### config.mk
export PLATFORM = sky130hd
export DESIGN_NAME = ipr_top
export DESIGN_NICKNAME = d
export VERILOG_FILES = /design/src/include/ipr_pkg.sv /design/src/hdl/ipr_arbiter.sv /design/src/hdl/ipr_top.sv
export VERILOG_INCLUDE_DIRS = /design/src /design/src/include
export SDC_FILE = /design/constraint.sdc
export NUM_CORES = 1
export LEC_CHECK = 0
export BUFFER_PORTS_ARGS = -buffer_cell sky130_fd_sc_hd__buf_2
export CAP_MARGIN = 25
export CORE_MARGIN = 2
export CORE_UTILIZATION = 46
export DETAILED_ROUTE_END_ITERATION = 6
export PLACE_DENSITY = 0.78
export SYNTH_ARGS = -nofsm -noshare
export SYNTH_HDL_FRONTEND = slang
export SYNTH_HIERARCHICAL = 1
export SYNTH_SLANG_ARGS = --single-unit
### constraint.sdc
create_clock -name mclk_i -period 1.6 [get_ports mclk_i]
set_input_delay 0.32 -clock mclk_i [delete_from_list [all_inputs] [get_ports mclk_i]]
set_output_delay 0.32 -clock mclk_i [all_outputs]
set_load 0.02 [all_outputs]
### src/include/ipr_map.svh
/*
 Register map, field positions, reset values and widths of the interrupt
 priority block. Assumes it is included by bare name wherever a number is needed.
*/
`ifndef IPR_MAP_SVH
`define IPR_MAP_SVH

// ----------------------------------------------------------------------------
// Register bus
// ----------------------------------------------------------------------------
`define IPR_ADDR_W 8
`define IPR_DATA_W 8
`define IPR_PRIO_ADDR 8'hB8
`define IPR_RD_IDLE 8'h00

// ----------------------------------------------------------------------------
// Priority register fields
// ----------------------------------------------------------------------------
`define IPR_NSRC 6
`define IPR_ID_W 3
`define IPR_X0_BIT 0
`define IPR_T0_BIT 1
`define IPR_X1_BIT 2
`define IPR_T1_BIT 3
`define IPR_S0_BIT 4
`define IPR_T2_BIT 5
`define IPR_TOP_LSB 6
`define IPR_TOP_MSB 7
`define IPR_UNUSED_RD 2'h3
`define IPR_PRIO_RST 6'h00

`endif

### src/include/ipr_pkg.sv
/*
 Types shared by the interrupt priority block: source codes, the grant carried
 to the core and the register bus request. Assumes ipr_map.svh is on the path.
*/
`include "ipr_map.svh"

package ipr_pkg;

    // ------------------------------------------------------------------------
    // Source codes, in polling order
    // ------------------------------------------------------------------------
    typedef enum logic [`IPR_ID_W-1:0] {
        IPR_SRC_X0 = 3'h0,
        IPR_SRC_T0 = 3'h1,
        IPR_SRC_X1 = 3'h2,
        IPR_SRC_T1 = 3'h3,
        IPR_SRC_S0 = 3'h4,
        IPR_SRC_T2 = 3'h5
    } ipr_src_t;

    // ------------------------------------------------------------------------
    // Carriers
    // ------------------------------------------------------------------------
    typedef struct packed {
        logic valid;
        logic high;
        ipr_src_t id;
    } ipr_grant_t;

    typedef struct packed {
        logic wr;
        logic rd;
        logic [`IPR_ADDR_W-1:0] addr;
        logic [`IPR_DATA_W-1:0] wdata;
    } ipr_bus_t;

endpackage : ipr_pkg

### src/hdl/ipr_arbiter.sv
/*
 Combinational arbiter: splits pending requests into the two priority levels
 and picks the first in polling order. Assumes requests and gates come from
 logic on the same clock; the caller registers the result.
*/
`timescale 1ns/1ps
`include "ipr_map.svh"

module ipr_arbiter (
    input wire logic [`IPR_NSRC-1:0] req_i, // Pending requests
    input wire logic [`IPR_NSRC-1:0] prio_i, // Priority bits, 1 = high
    input wire logic allow_high_i, // High level may be granted
    input wire logic allow_low_i, // Low level may be granted
    output ipr_pkg::ipr_grant_t grant_o // Chosen request
);
    import ipr_pkg::*;

    logic [`IPR_NSRC-1:0] hi_req;
    logic [`IPR_NSRC-1:0] lo_req;

    // Lowest index wins, so the loop walks downward and the last hit stays
    function automatic logic [`IPR_ID_W-1:0] first_set(input logic [`IPR_NSRC-1:0] v);
        logic [`IPR_ID_W-1:0] idx;
        idx = {`IPR_ID_W{1'b0}};
        for (int i = `IPR_NSRC - 1; i >= 0; i--) begin
            if (v[i]) begin
                idx = `IPR_ID_W'(i);
            end
        end
        return idx;
    endfunction : first_set

    // ------------------------------------------------------------------------
    // Per-source level split
    // ------------------------------------------------------------------------
    genvar g;
    generate
        for (g = 0; g < `IPR_NSRC; g++) begin : g_src
            // A set bit puts its source on the high level
            assign hi_req[g] = req_i[g] & prio_i[g] & allow_high_i; // RULE1 RULE2 RULE3 RULE4
            assign lo_req[g] = req_i[g] & ~prio_i[g] & allow_low_i; // RULE5
        end
    endgenerate

    // High level first, then fixed polling order inside each level
    always_comb begin
        grant_o.valid = (|hi_req) | (|lo_req);
        grant_o.high = |hi_req; // RULE7
        grant_o.id = ipr_src_t'((|hi_req) ? first_set(hi_req) : first_set(lo_req)); // RULE7
    end

endmodule : ipr_arbiter

### src/hdl/ipr_top.sv
/*
 Interrupt priority register and two-level arbitration toward the core.
 Assumes requests, ack and return strobes come from logic on mclk_i, and a
 bus master that never issues read and write together.
*/
// The address-and-strobe port and the register offsets were chosen for this implementation.
`timescale 1ns/1ps
`include "ipr_map.svh"

// How it works
// RULE1: A timer 1 request whose priority bit is 1 competes on the high level.
// RULE2: Bit 2 is a read/write bit putting external interrupt 1 on low (0) or high (1) priority.
// RULE3: Bit 1 is a read/write bit putting timer 0 on low (0) or high (1) priority.
// RULE4: Bit 0 is a read/write bit putting external interrupt 0 on low (0) or high (1) priority.
// RULE5: A timer 1 request whose priority bit is 0 competes on the low level.
// RULE6: The two top bits always read as ones and writes to them are dropped.
// RULE7: A high request may interrupt a low service, and ties in one level go by fixed polling order.
module ipr_top (
    input wire logic mclk_i, // System clock, 50 MHz
    input wire logic arst_n_i, // Asynchronous reset, active low
    input ipr_pkg::ipr_bus_t bus_i, // Register bus request
    output logic [`IPR_DATA_W-1:0] rd_data_o, // Read data, cycle after read
    input wire logic [`IPR_NSRC-1:0] req_i, // Interrupt requests, one per source
    input wire logic ack_i, // Core takes the offered interrupt
    input wire logic reti_i, // Core returns from a service routine
    output ipr_pkg::ipr_grant_t irq_o, // Offered interrupt
    output logic srv_high_o, // High level service in progress
    output logic srv_low_o // Low level service in progress
);
    import ipr_pkg::*;

    // ------------------------------------------------------------------------
    // State
    // ------------------------------------------------------------------------
    logic [`IPR_NSRC-1:0] prio; // Writable part of interrupt_priority
    logic in_srv_high;
    logic in_srv_low;
    ipr_grant_t next_grant;
    logic prio_sel;
    logic take;
    logic next_srv_high;
    logic next_srv_low;

    assign prio_sel = bus_i.addr == `IPR_PRIO_ADDR;
    // An ack only counts while something is being offered
    assign take = ack_i & irq_o.valid;

    // ------------------------------------------------------------------------
    // Priority register
    // ------------------------------------------------------------------------
    // Only the low six bits have storage, so top-bit writes vanish here
    always_ff @(posedge mclk_i or negedge arst_n_i) begin
        if (!arst_n_i) begin
            prio <= `IPR_PRIO_RST;
        end else if (bus_i.wr && prio_sel) begin
            prio[`IPR_X0_BIT] <= bus_i.wdata[`IPR_X0_BIT]; // RULE4
            prio[`IPR_T0_BIT] <= bus_i.wdata[`IPR_T0_BIT]; // RULE3
            prio[`IPR_X1_BIT] <= bus_i.wdata[`IPR_X1_BIT]; // RULE2
            prio[`IPR_T1_BIT] <= bus_i.wdata[`IPR_T1_BIT]; // RULE1 RULE5
            prio[`IPR_S0_BIT] <= bus_i.wdata[`IPR_S0_BIT];
            prio[`IPR_T2_BIT] <= bus_i.wdata[`IPR_T2_BIT];
        end
    end

    // Read data live for exactly one cycle; unmapped reads answer zero
    always_ff @(posedge mclk_i or negedge arst_n_i) begin
        if (!arst_n_i) begin
            rd_data_o <= `IPR_RD_IDLE;
        end else if (bus_i.rd && prio_sel) begin
            rd_data_o <= {`IPR_UNUSED_RD, prio}; // RULE6
        end else begin
            rd_data_o <= `IPR_RD_IDLE;
        end
    end

    // ------------------------------------------------------------------------
    // Service levels
    // ------------------------------------------------------------------------
    // A return closes the innermost level; a take opens its own level.
    // The take is applied last so a level opened in the same cycle survives.
    always_comb begin
        next_srv_high = in_srv_high;
        next_srv_low = in_srv_low;
        if (reti_i) begin
            if (in_srv_high) begin
                next_srv_high = 1'b0;
            end else begin
                next_srv_low = 1'b0;
            end
        end
        if (take) begin
            if (irq_o.high) begin
                next_srv_high = 1'b1; // RULE7
            end else begin
                next_srv_low = 1'b1;
            end
        end
    end

    always_ff @(posedge mclk_i or negedge arst_n_i) begin
        if (!arst_n_i) begin
            in_srv_high <= 1'b0;
            in_srv_low <= 1'b0;
        end else begin
            in_srv_high <= next_srv_high;
            in_srv_low <= next_srv_low;
        end
    end

    // Outputs mirror the level flags from their own flops
    always_ff @(posedge mclk_i or negedge arst_n_i) begin
        if (!arst_n_i) begin
            srv_high_o <= 1'b0;
            srv_low_o <= 1'b0;
        end else begin
            srv_high_o <= next_srv_high;
            srv_low_o <= next_srv_low;
        end
    end

    // ------------------------------------------------------------------------
    // Arbitration
    // ------------------------------------------------------------------------
    // Nothing preempts a high service; a low service yields only to high
    ipr_arbiter i_ipr_arbiter (
        .req_i(req_i),
        .prio_i(prio),
        .allow_high_i(!in_srv_high), // RULE7
        .allow_low_i(!in_srv_high && !in_srv_low), // RULE7
        .grant_o(next_grant)
    );

    // Offer is dropped for one cycle after a take, because the level flags
    // it was chosen with are already stale by then
    always_ff @(posedge mclk_i or negedge arst_n_i) begin
        if (!arst_n_i) begin
            irq_o <= '0;
        end else if (take) begin
            irq_o <= '0;
        end else begin
            irq_o <= next_grant; // RULE1 RULE5 RULE7
        end
    end
endmodule : ipr_top

==> impl_metrics.yaml, run 1 <==
setup_path:
  startpoint_type: "flip-flop"
  slowest_stage: "dfrtp_1"
  critPathKind: "flip-flop to flip-flop"
  worstPathRequired_ps: 1840
  slowest_delay_ps: 430
  path_cells: "a22oi_1 > a21boi_1 > or2_4 > o32ai_2 > and2_1"
  worstSetupEndpointType: "flip-flop"
  arrival_ps: 1730
  path_max_fanout: 4
clock_network:
  cts_buffer_depth: 2
  path_clk_slew_ps: 110
  cts.sinks: 20
  htree_levels: 1
  cts_root_buf: "clkbuf_4"
  cts_tree: "done"
  clk_latency_ps: 290
  cts-buffers-inserted: 3
logic_synthesis:
  seq_area_frac_synth_pct: 51.0
  synth_top_cell_by_area: "dfrtp_1"
  yosysMostFrequentCell: "dfrtp_1"
  ys_async_sr_fraction_pct: 100
  synth_edf_count: 0
  ys_warn_count: 6
  synth-main-ff-cell: "dfrtp_1"
  synth_area_leaders: "dfrtp_1 (51%), and2_1 (7.0%), mux2_1 (3.4%)"
  synthCells: 85
  synth.top_cell.area_share_pct: 51.0
  synth.avg_cell_area_um2: 11.5
  ys_top_cells_by_count: "dfrtp_1 (20), and2_1 (11), nand2_1 (7)"
  synth_cell_types: 32
  synth_area_um2: 981
  ys_ff_latch: 20
  syn_nets: 113
pwr:
  power_switching_w: 0.000367
  pwr-share-clk_pct: 30.0
  combPwrFrac_pct: 25.9
  p_sw_share_pct: 27.6
  power.leakage_nw: 0.687
  power_density_mw_per_mm2: 1030
  ir_worst_vdd_mv: 0.707
  p_int_w: 0.000963
  seq_power_share_pct: 44.1
floorplanning:
  die_w_um: 50.2
  io_pins: 43
  fp-row-count: 16
  core_mm2: 0.00198
  dieArea_mm2: 0.00252
  die_h_um: 50.2
  start_util_pct: 49.5
grt:
  antenna_found_initial: 0
  grt_pass1_wl_mm: 3.19
  grtUsageTotal_pct: 16.4
  first_global_vias: 808
  grt.overflow.total: 0
  grt_max_degree: 21
drt:
  first_iter_violations: 8
  ant_nets: 0
  vias_per_cell: 4.95
  drcViolationCount: 0
  vias: 782
  dr.pass1.iters: 5
  wl_per_cell_um: 11.8
  wl_mm: 1.86
sta:
  hold_ws_ps: 207
  setup_viol: 0
  hold_violations: 0
  fin_crit_sh_pct: 93.1
  timing.final.max_slew_violations: 0
  max_freq_mhz: 672
  rsz0062_at_grt: "false"
  slew_headroom_pct: 71.9
  min_period_ps: 1490
  worst_slew_pin_slew_ps: 422
  finClkSkew_ps: 1.15
  tns_ps: 0
placed_design:
  port_buffers: 40
  gp_congestion: 0.852
  dp_hpwl_mm: 1.47
cells_and_area:
  synthToLayoutAreaGrowth_pct: 31.6
  drive_gt1_share_pct: 45.8
  fin_nets: 160
  n_antenna_cell: 0
run:
  max_cap_violations: 0
worst_hold_path:
  hold_path.class: "input pin to flip-flop"
run_status:
  status: "finished clean"
-- registers in the layout (all words and copies together), names as in the netlist --
register    flops
rd_data_o       7
irq_o           5
srv_low_o       1
prio            6
srv_high_o      1
-- critical path, delay by kind of cell, from the launching register on --
| family | cells | cell delay, ps |
|---|---|---|
| AOI/OAI and AO/OA | 3 | 610 |
| DFF | 1 | 430 |
| and+or+nand+nor | 2 | 400 |
-- cells in the final DEF, fill, tap and decap left out, drive strengths merged --
cell type / synthesis / final
buf: 2 / 43
dfrtp: 20 / 20
and2: 11 / 11
nand2: 7 / 7
o21ai: 6 / 6
mux2: 6 / 6
inv: 4 / 4
nor2b: 4 / 4
clkbuf: 0 / 3
nand2b: 3 / 3
a22oi: 3 / 3
nor2: 2 / 2
nand3: 2 / 2
a21boi: 2 / 2
nor4b: 1 / 1
and4b: 1 / 1
and3: 1 / 1
bufinv: 0 / 1
dlygate4sd3: 0 / 1
or2: 1 / 1
or3b: 1 / 1
and2b: 1 / 1
a21oi: 1 / 1
nand3b: 1 / 1
a311oi: 1 / 1
a32o: 1 / 1
o32ai: 1 / 1
nand4b: 1 / 1
a41oi: 1 / 1
-- power groups by stage --
| stage | logic (W) | registers, W | clock network, W |
|---|---|---|---|
| 4_1_cts | 0.000342 | 0.000587 | 0.000413 |
| 3_3_place_gp | 0.000332 | 0.000593 | 0 |
| 6_report | 0.000344 | 0.000586 | 0.000400 |
| 2_1_floorplan | 0.000146 | 0.000653 | 0 |
| 5_1_grt | 0.000376 | 0.000595 | 0.000429 |
| 3_5_place_dp | 0.000339 | 0.000597 | 0 |
-- what timing repair did --
action                                 4_1_cts  5_1_grt
setup endpoints to repair                    0        1
hold buffers                                 1        0
buffers inserted                             0        1
endpoints found under the hold margin       20        0
gates resized for setup                      0        2
-- path summary, 6_finish.rpt --
check | from | to | slack (ps) | cells past startpoint
worst max-delay path | prio[2] | irq_o[0] | 110 | 5
worst min-delay path | reti_i | srv_high_o | 210 | 2
worst max register to register | prio[2] | irq_o[0] | 110 | 5
worst min register to register | irq_o[3] | srv_low_o | 520 | 1
max in group asynchronous | arst_n_i | prio[1] | 790 | 2
min in group asynchronous | arst_n_i | rd_data_o[5] | 490 | 2
-- logic make-up after synthesis --
kind of cell	Yosys count	synth area share (%)
AO/OA/AOI/OAI	16	12.6
buffers and inverters	6	3.06
flip-flops	20	51.0
multiplexers	6	6.89
AND/OR/NAND/NOR	37	26.4
-- area by class of cell --
type / count / area (um^2)
Inverter: 4 / 15.0
Timing Repair Buffer: 44 / 233
Clock buffer: 3 / 22.5
Clock inverter: 1 / 30.0
Multi-Input combinational cell: 59 / 455
Sequential cell: 20 / 502
Tap cell: 27 / 33.8
Fill cell: 171 / 691
-- per-layer routing --
layer | up-vias | track usage [%] | wire length, um
met5 | - | 0 | 0
met4 | 0 | 6.94 | 14
met3 | 2 | 2.38 | 97
met2 | 27 | 28.5 | 981
met1 | 363 | 20.2 | 765
li1 | 390 | - | -
-- through the flow --
| step | utilization (%) | cell area [um^2] | setup slack (ps) | std cells | power (W) |
|---|---|---|---|---|---|
| after floorplan | - | 981 | 98.3 | 85 | 0.000799 |
| after global placement | 61.3 | 1210 | 93.9 | 152 | 0.000925 |
| after detailed placement | 61.3 | 1210 | 81.3 | 152 | 0.000936 |
| after CTS | 64.5 | 1280 | 50.2 | 157 | 0.00134 |
| after global routing | 65.2 | 1290 | 9.56 | 158 | 0.00140 |
| final | 65.2 | 1290 | 111 | 158 | 0.00133 |
No activity file was read; power rests on OpenSTA's default activity.
==> inputs of run 2 (changes only) <==
--- a/config.mk
+++ b/config.mk
@@ -12,6 +12,7 @@
 export CORE_UTILIZATION = 46
 export DETAILED_ROUTE_END_ITERATION = 6
 export PLACE_DENSITY = 0.78
+export SLEW_MARGIN = 20
 export SYNTH_ARGS = -nofsm -noshare
 export SYNTH_HDL_FRONTEND = slang
 export SYNTH_HIERARCHICAL = 1
==> constraint.sdc (replaced) <==
create_clock -name mclk_i -period 1.6 [get_ports mclk_i]
set_input_delay 0.16 -clock mclk_i [delete_from_list [all_inputs] [get_ports mclk_i]]
set_output_delay 0.16 -clock mclk_i [all_outputs]
set_load 0.02 [all_outputs]
==> impl_metrics.yaml, run 2 (synthesis gave the netlist of run 1 again) <==
drt:
  dr.pass1.iters: 4
  ant_nets: 0
  wl_mm: 1.84
  vias: 783
  drcViolationCount: 0
  vias_per_cell: 5.02
  wl_per_cell_um: 11.8
  first_iter_violations: 20
sta:
  hold_violations: 0
  finClkSkew_ps: 1.65
  fin_ws_ps: 88.1
  hold_ws_ps: 53.4
  worst_slew_pin_slew_ps: 430
  min_period_ps: 1510
  setup_viol: 0
  slew_headroom_pct: 71.3
  fin_crit_sh_pct: 94.5
  timing.final.max_slew_violations: 0
  max_freq_mhz: 661
  tns_ps: 0
  rsz0062_at_grt: "false"
cells_and_area:
  regMostFlops: "rd_data_o"
  layout_common_cells: "buf_2 (40), dfrtp_1 (20), and2_1 (11)"
  drive_gt1_share_pct: 43.4
  final_common_cell: "buf_2"
  n_antenna_cell: 0
  reg_top3: "rd_data_o (7), prio (6), irq_o (5)"
  fin_nets: 159
  synthToLayoutAreaGrowth_pct: 27.2
  largest_reg_flops: 7
  fin_util_pct: 62.9
floorplanning:
  io_pins: 43
  die_w_um: 50.2
  core_mm2: 0.00198
  dieArea_mm2: 0.00252
  start_util_pct: 49.5
  fp-row-count: 16
  die_h_um: 50.2
setup_path:
  worstPathRequired_ps: 1840
  critPathKind: "flip-flop to flip-flop"
  slowest_stage: "dfrtp_1"
  path_cells: "a22oi_1 > a21boi_1 > or2_4 > o32ai_2 > and2_1"
  path_max_fanout: 5
  startpoint_type: "flip-flop"
  slowest_delay_ps: 450
  worstSetupEndpointType: "flip-flop"
  arrival_ps: 1750
run:
  max_cap_violations: 0
clock_network:
  cts.sinks: 20
  post_cts_buffers: 0
  cts-buffers-inserted: 3
  cts_tree: "done"
  clk_latency_ps: 290
  cts_root_buf: "clkbuf_4"
  path_clk_slew_ps: 100
  cts_buffer_depth: 2
  htree_levels: 1
grt:
  grt_max_degree: 21
  grt_pass1_wl_mm: 3.08
  first_global_vias: 741
  grtUsageTotal_pct: 16.2
  antenna_found_initial: 0
  grt.overflow.total: 0
pwr:
  power.leakage_nw: 0.669
  power_density_mw_per_mm2: 920
  p_total_w: 0.00115
  ir_worst_vdd_mv: 0.458
placed_design:
  port_buffers: 40
  place_ws_ps: 130
  gp_congestion: 0.844
  dp_hpwl_mm: 1.53
worst_hold_path:
  hold_path.class: "input pin to flip-flop"
run_status:
  status: "finished clean"
run 2: cell count changes in the layout (fill, tap and decap cells not counted), sizes merged:
cell	previous run	this run
bufinv	1	0
buf	43	42
run 2: layout make-up:
type                       count  area, um^2
fill                         171         734
inverter                       4        15.0
timing repair buffer          43         225
clock buffer                   3        22.5
multi-input combinational     59         450
sequential                    20         500
tap                           27        33.8
run 2: timing repair:
action                                 CTS  global route
endpoints found under the hold margin   20             0
resized for setup                        0             0
hold buffers                             1             0
run 2: metal layers:
metal	track usage, %	part of all wire, %	up-vias
li1	-	-	386
met1	20.2	43	362
met2	27.6	50	31
met3	3.27	6.1	4
met4	6.02	0.82	0
met5	0	0	-
run 2: report_power, final:
group / internal [W] / leakage (nW) / switching, W
Clock: 0.0000876 / 0.0138 / 0.000137
Sequential: 0.000556 / 0.271 / 0.0000309
Combinational: 0.000151 / 0.383 / 0.000185
run 2: critical path: cells and delay by family (launching register included):
kind	cells	cell delay [ps]
AND/OR/NAND/NOR	2	410
AO/OA/AOI/OAI	3	600
flip-flops	1	450
run 2: final timing paths:
path / depth (start not counted) / slack [ps] / to / startpoint
setup / recovery: 5 / 90 / irq_o[0] / prio[1]
hold / removal: 2 / 50 / srv_high_o / reti_i
setup reg to reg: 5 / 90 / irq_o[0] / prio[1]
hold reg to reg: 1 / 500 / srv_low_o / irq_o[3]
max in group asynchronous: 2 / 970 / prio[2] / arst_n_i
min in group asynchronous: 2 / 330 / rd_data_o[2] / arst_n_i
run 2: metrics by stage:
stage	area, um^2	instances
after global routing	1250	156
after detailed placement	1210	152
final	1250	156
after floorplan	981	85
after global placement	1210	152
after CTS	1250	156
==> inputs of run 3 (changes only) <==
==> constraint.sdc (replaced) <==
create_clock -name mclk_i -period 1.5 [get_ports mclk_i]
set_input_delay 0.15 -clock mclk_i [delete_from_list [all_inputs] [get_ports mclk_i]]
set_output_delay 0.15 -clock mclk_i [all_outputs]
set_load 0.02 [all_outputs]
==> impl_metrics.yaml, run 3 (synthesis gave the netlist of run 1 again) <==
run_status:
  status: "finished clean"
grt:
  antenna_found_initial: 0
  grt.overflow.total: 0
  grt_pass1_wl_mm: 3.35
  grt_max_degree: 21
  grtUsageTotal_pct: 17.1
  first_global_vias: 798
sta:
  rsz0062_at_grt: "true"
  finClkSkew_ps: 6.73
  max_freq_mhz: 677
  setup_viol: 0
  hold_violations: 0
  slew_headroom_pct: 71.5
  min_period_ps: 1480
  fin_ws_ps: 22.4
  timing.final.max_slew_violations: 0
  worst_slew_pin_slew_ps: 428
  tns_ps: 0
  hold_ws_ps: 35.4
  fin_crit_sh_pct: 98.5
setup_path:
  worstPathRequired_ps: 1760
  path_cells: "nor2b_1 > o21ai_1 > or3b_1 > a21oi_1 > and2_1"
  crit_family: "simple AND/OR/NAND/NOR gates"
  path_max_fanout: 4
  arrival_ps: 1730
  critPathKind: "flip-flop to flip-flop"
  startpoint_type: "flip-flop"
  slowest_delay_ps: 440
  slowest_stage: "dfrtp_1"
  critPathBufInv: 0
  worstSetupEndpointType: "flip-flop"
cells_and_area:
  multiInputGateArea_um2: 465
  n_antenna_cell: 0
  layout_common_cells: "buf_2 (40), dfrtp_1 (19), and2_1 (11)"
  final_cells: 159
  synthToLayoutAreaGrowth_pct: 31.8
  largest_reg_flops: 7
  fin_nets: 161
  register_area_um2: 502
  fillerInstances: 171
  final_common_cell: "buf_2"
  drive_gt1_share_pct: 48.5
  reg_top3: "rd_data_o (7), prio (6), irq_o (5)"
  regMostFlops: "rd_data_o"
clock_network:
  cts.sinks: 20
  cts_buffer_depth: 2
  cts_tree: "done"
  clk_latency_ps: 310
  htree_levels: 1
  cts-buffers-inserted: 3
  path_clk_slew_ps: 110
  cts_root_buf: "clkbuf_4"
floorplanning:
  fp-row-count: 16
  start_util_pct: 49.5
  die_w_um: 50.2
  dieArea_mm2: 0.00252
  io_pins: 43
  die_h_um: 50.2
  core_mm2: 0.00198
placed_design:
  place_ws_ps: 4.86
  port_buffers: 40
  dp_hpwl_mm: 1.54
  gp_congestion: 0.933
  dp.cells: 153
drt:
  vias: 806
  wl_per_cell_um: 12.2
  first_iter_violations: 28
  drcViolationCount: 0
  ant_nets: 0
  dr.pass1.iters: 5
  vias_per_cell: 5.07
  wl_mm: 1.94
pwr:
  ir_worst_vdd_mv: 0.595
  power.leakage_nw: 0.686
  p_total_w: 0.00132
  power_density_mw_per_mm2: 1020
worst_hold_path:
  hold_path.class: "input pin to flip-flop"
run:
  max_cap_violations: 0
## run 3: through the flow
stage / cell area (um^2) / utilization (%)
2_1_floorplan: 983 / -
3_3_place_gp: 1220 / 61.8
3_5_place_dp: 1220 / 61.8
4_1_cts: 1280 / 64.5
5_1_grt: 1290 / 65.2
6_report: 1290 / 65.2
## run 3: worst paths after layout
kind	from	to	slack (ps)	cells after the start
min in group asynchronous	arst_n_i	srv_high_o	290	2
min reg2reg	irq_o[3]	srv_low_o	490	1
max reg2reg	prio[2]	irq_o[1]	20	5
max	prio[2]	irq_o[1]	20	5
max in group asynchronous	arst_n_i	prio[1]	880	2
min	reti_i	srv_high_o	40	2
## run 3: worst register-to-register path, cell delays in order, from the launching register on
cell	delay, ps
dfrtp_1	440
nor2b_1	210
o21ai_1	140
or3b_1	370
a21oi_1	140
and2_1	130
## run 3: what timing repair did
action | in CTS | in global routing
hold buffers | 1 | 0
endpoints found under the hold margin | 20 | 0
gates cloned | 0 | 0
endpoints found under the setup margin | 1 | 3
buffers inserted | 0 | 1
pin swaps | 0 | 1
gates resized for setup | 2 | 2
## run 3: layer usage
layer / GRT usage [%] / vias to the layer above / share of wire [%]
li1: - / 389 / -
met1: 21.3 / 384 / 42
met2: 30.9 / 30 / 50
met3: 3.27 / 3 / 6.7
met4: 2.78 / 0 / 0.88
met5: 0 / - / 0
## run 3: where the power goes
group | switching, W | total (W) | internal [W]
sequential | 0.0000348 | 0.000628 | 0.000594
combinational | 0.000207 | 0.000377 | 0.000170
clock | 0.000166 | 0.000314 | 0.000148
## run 3: final cells by class
type	count	share of cell area, %
multi-input combinational	59	36.0
clock buffer	4	2.81
timing repair buffer	45	18.6
tap	27	2.61
inverter	4	1.16
sequential	20	38.8
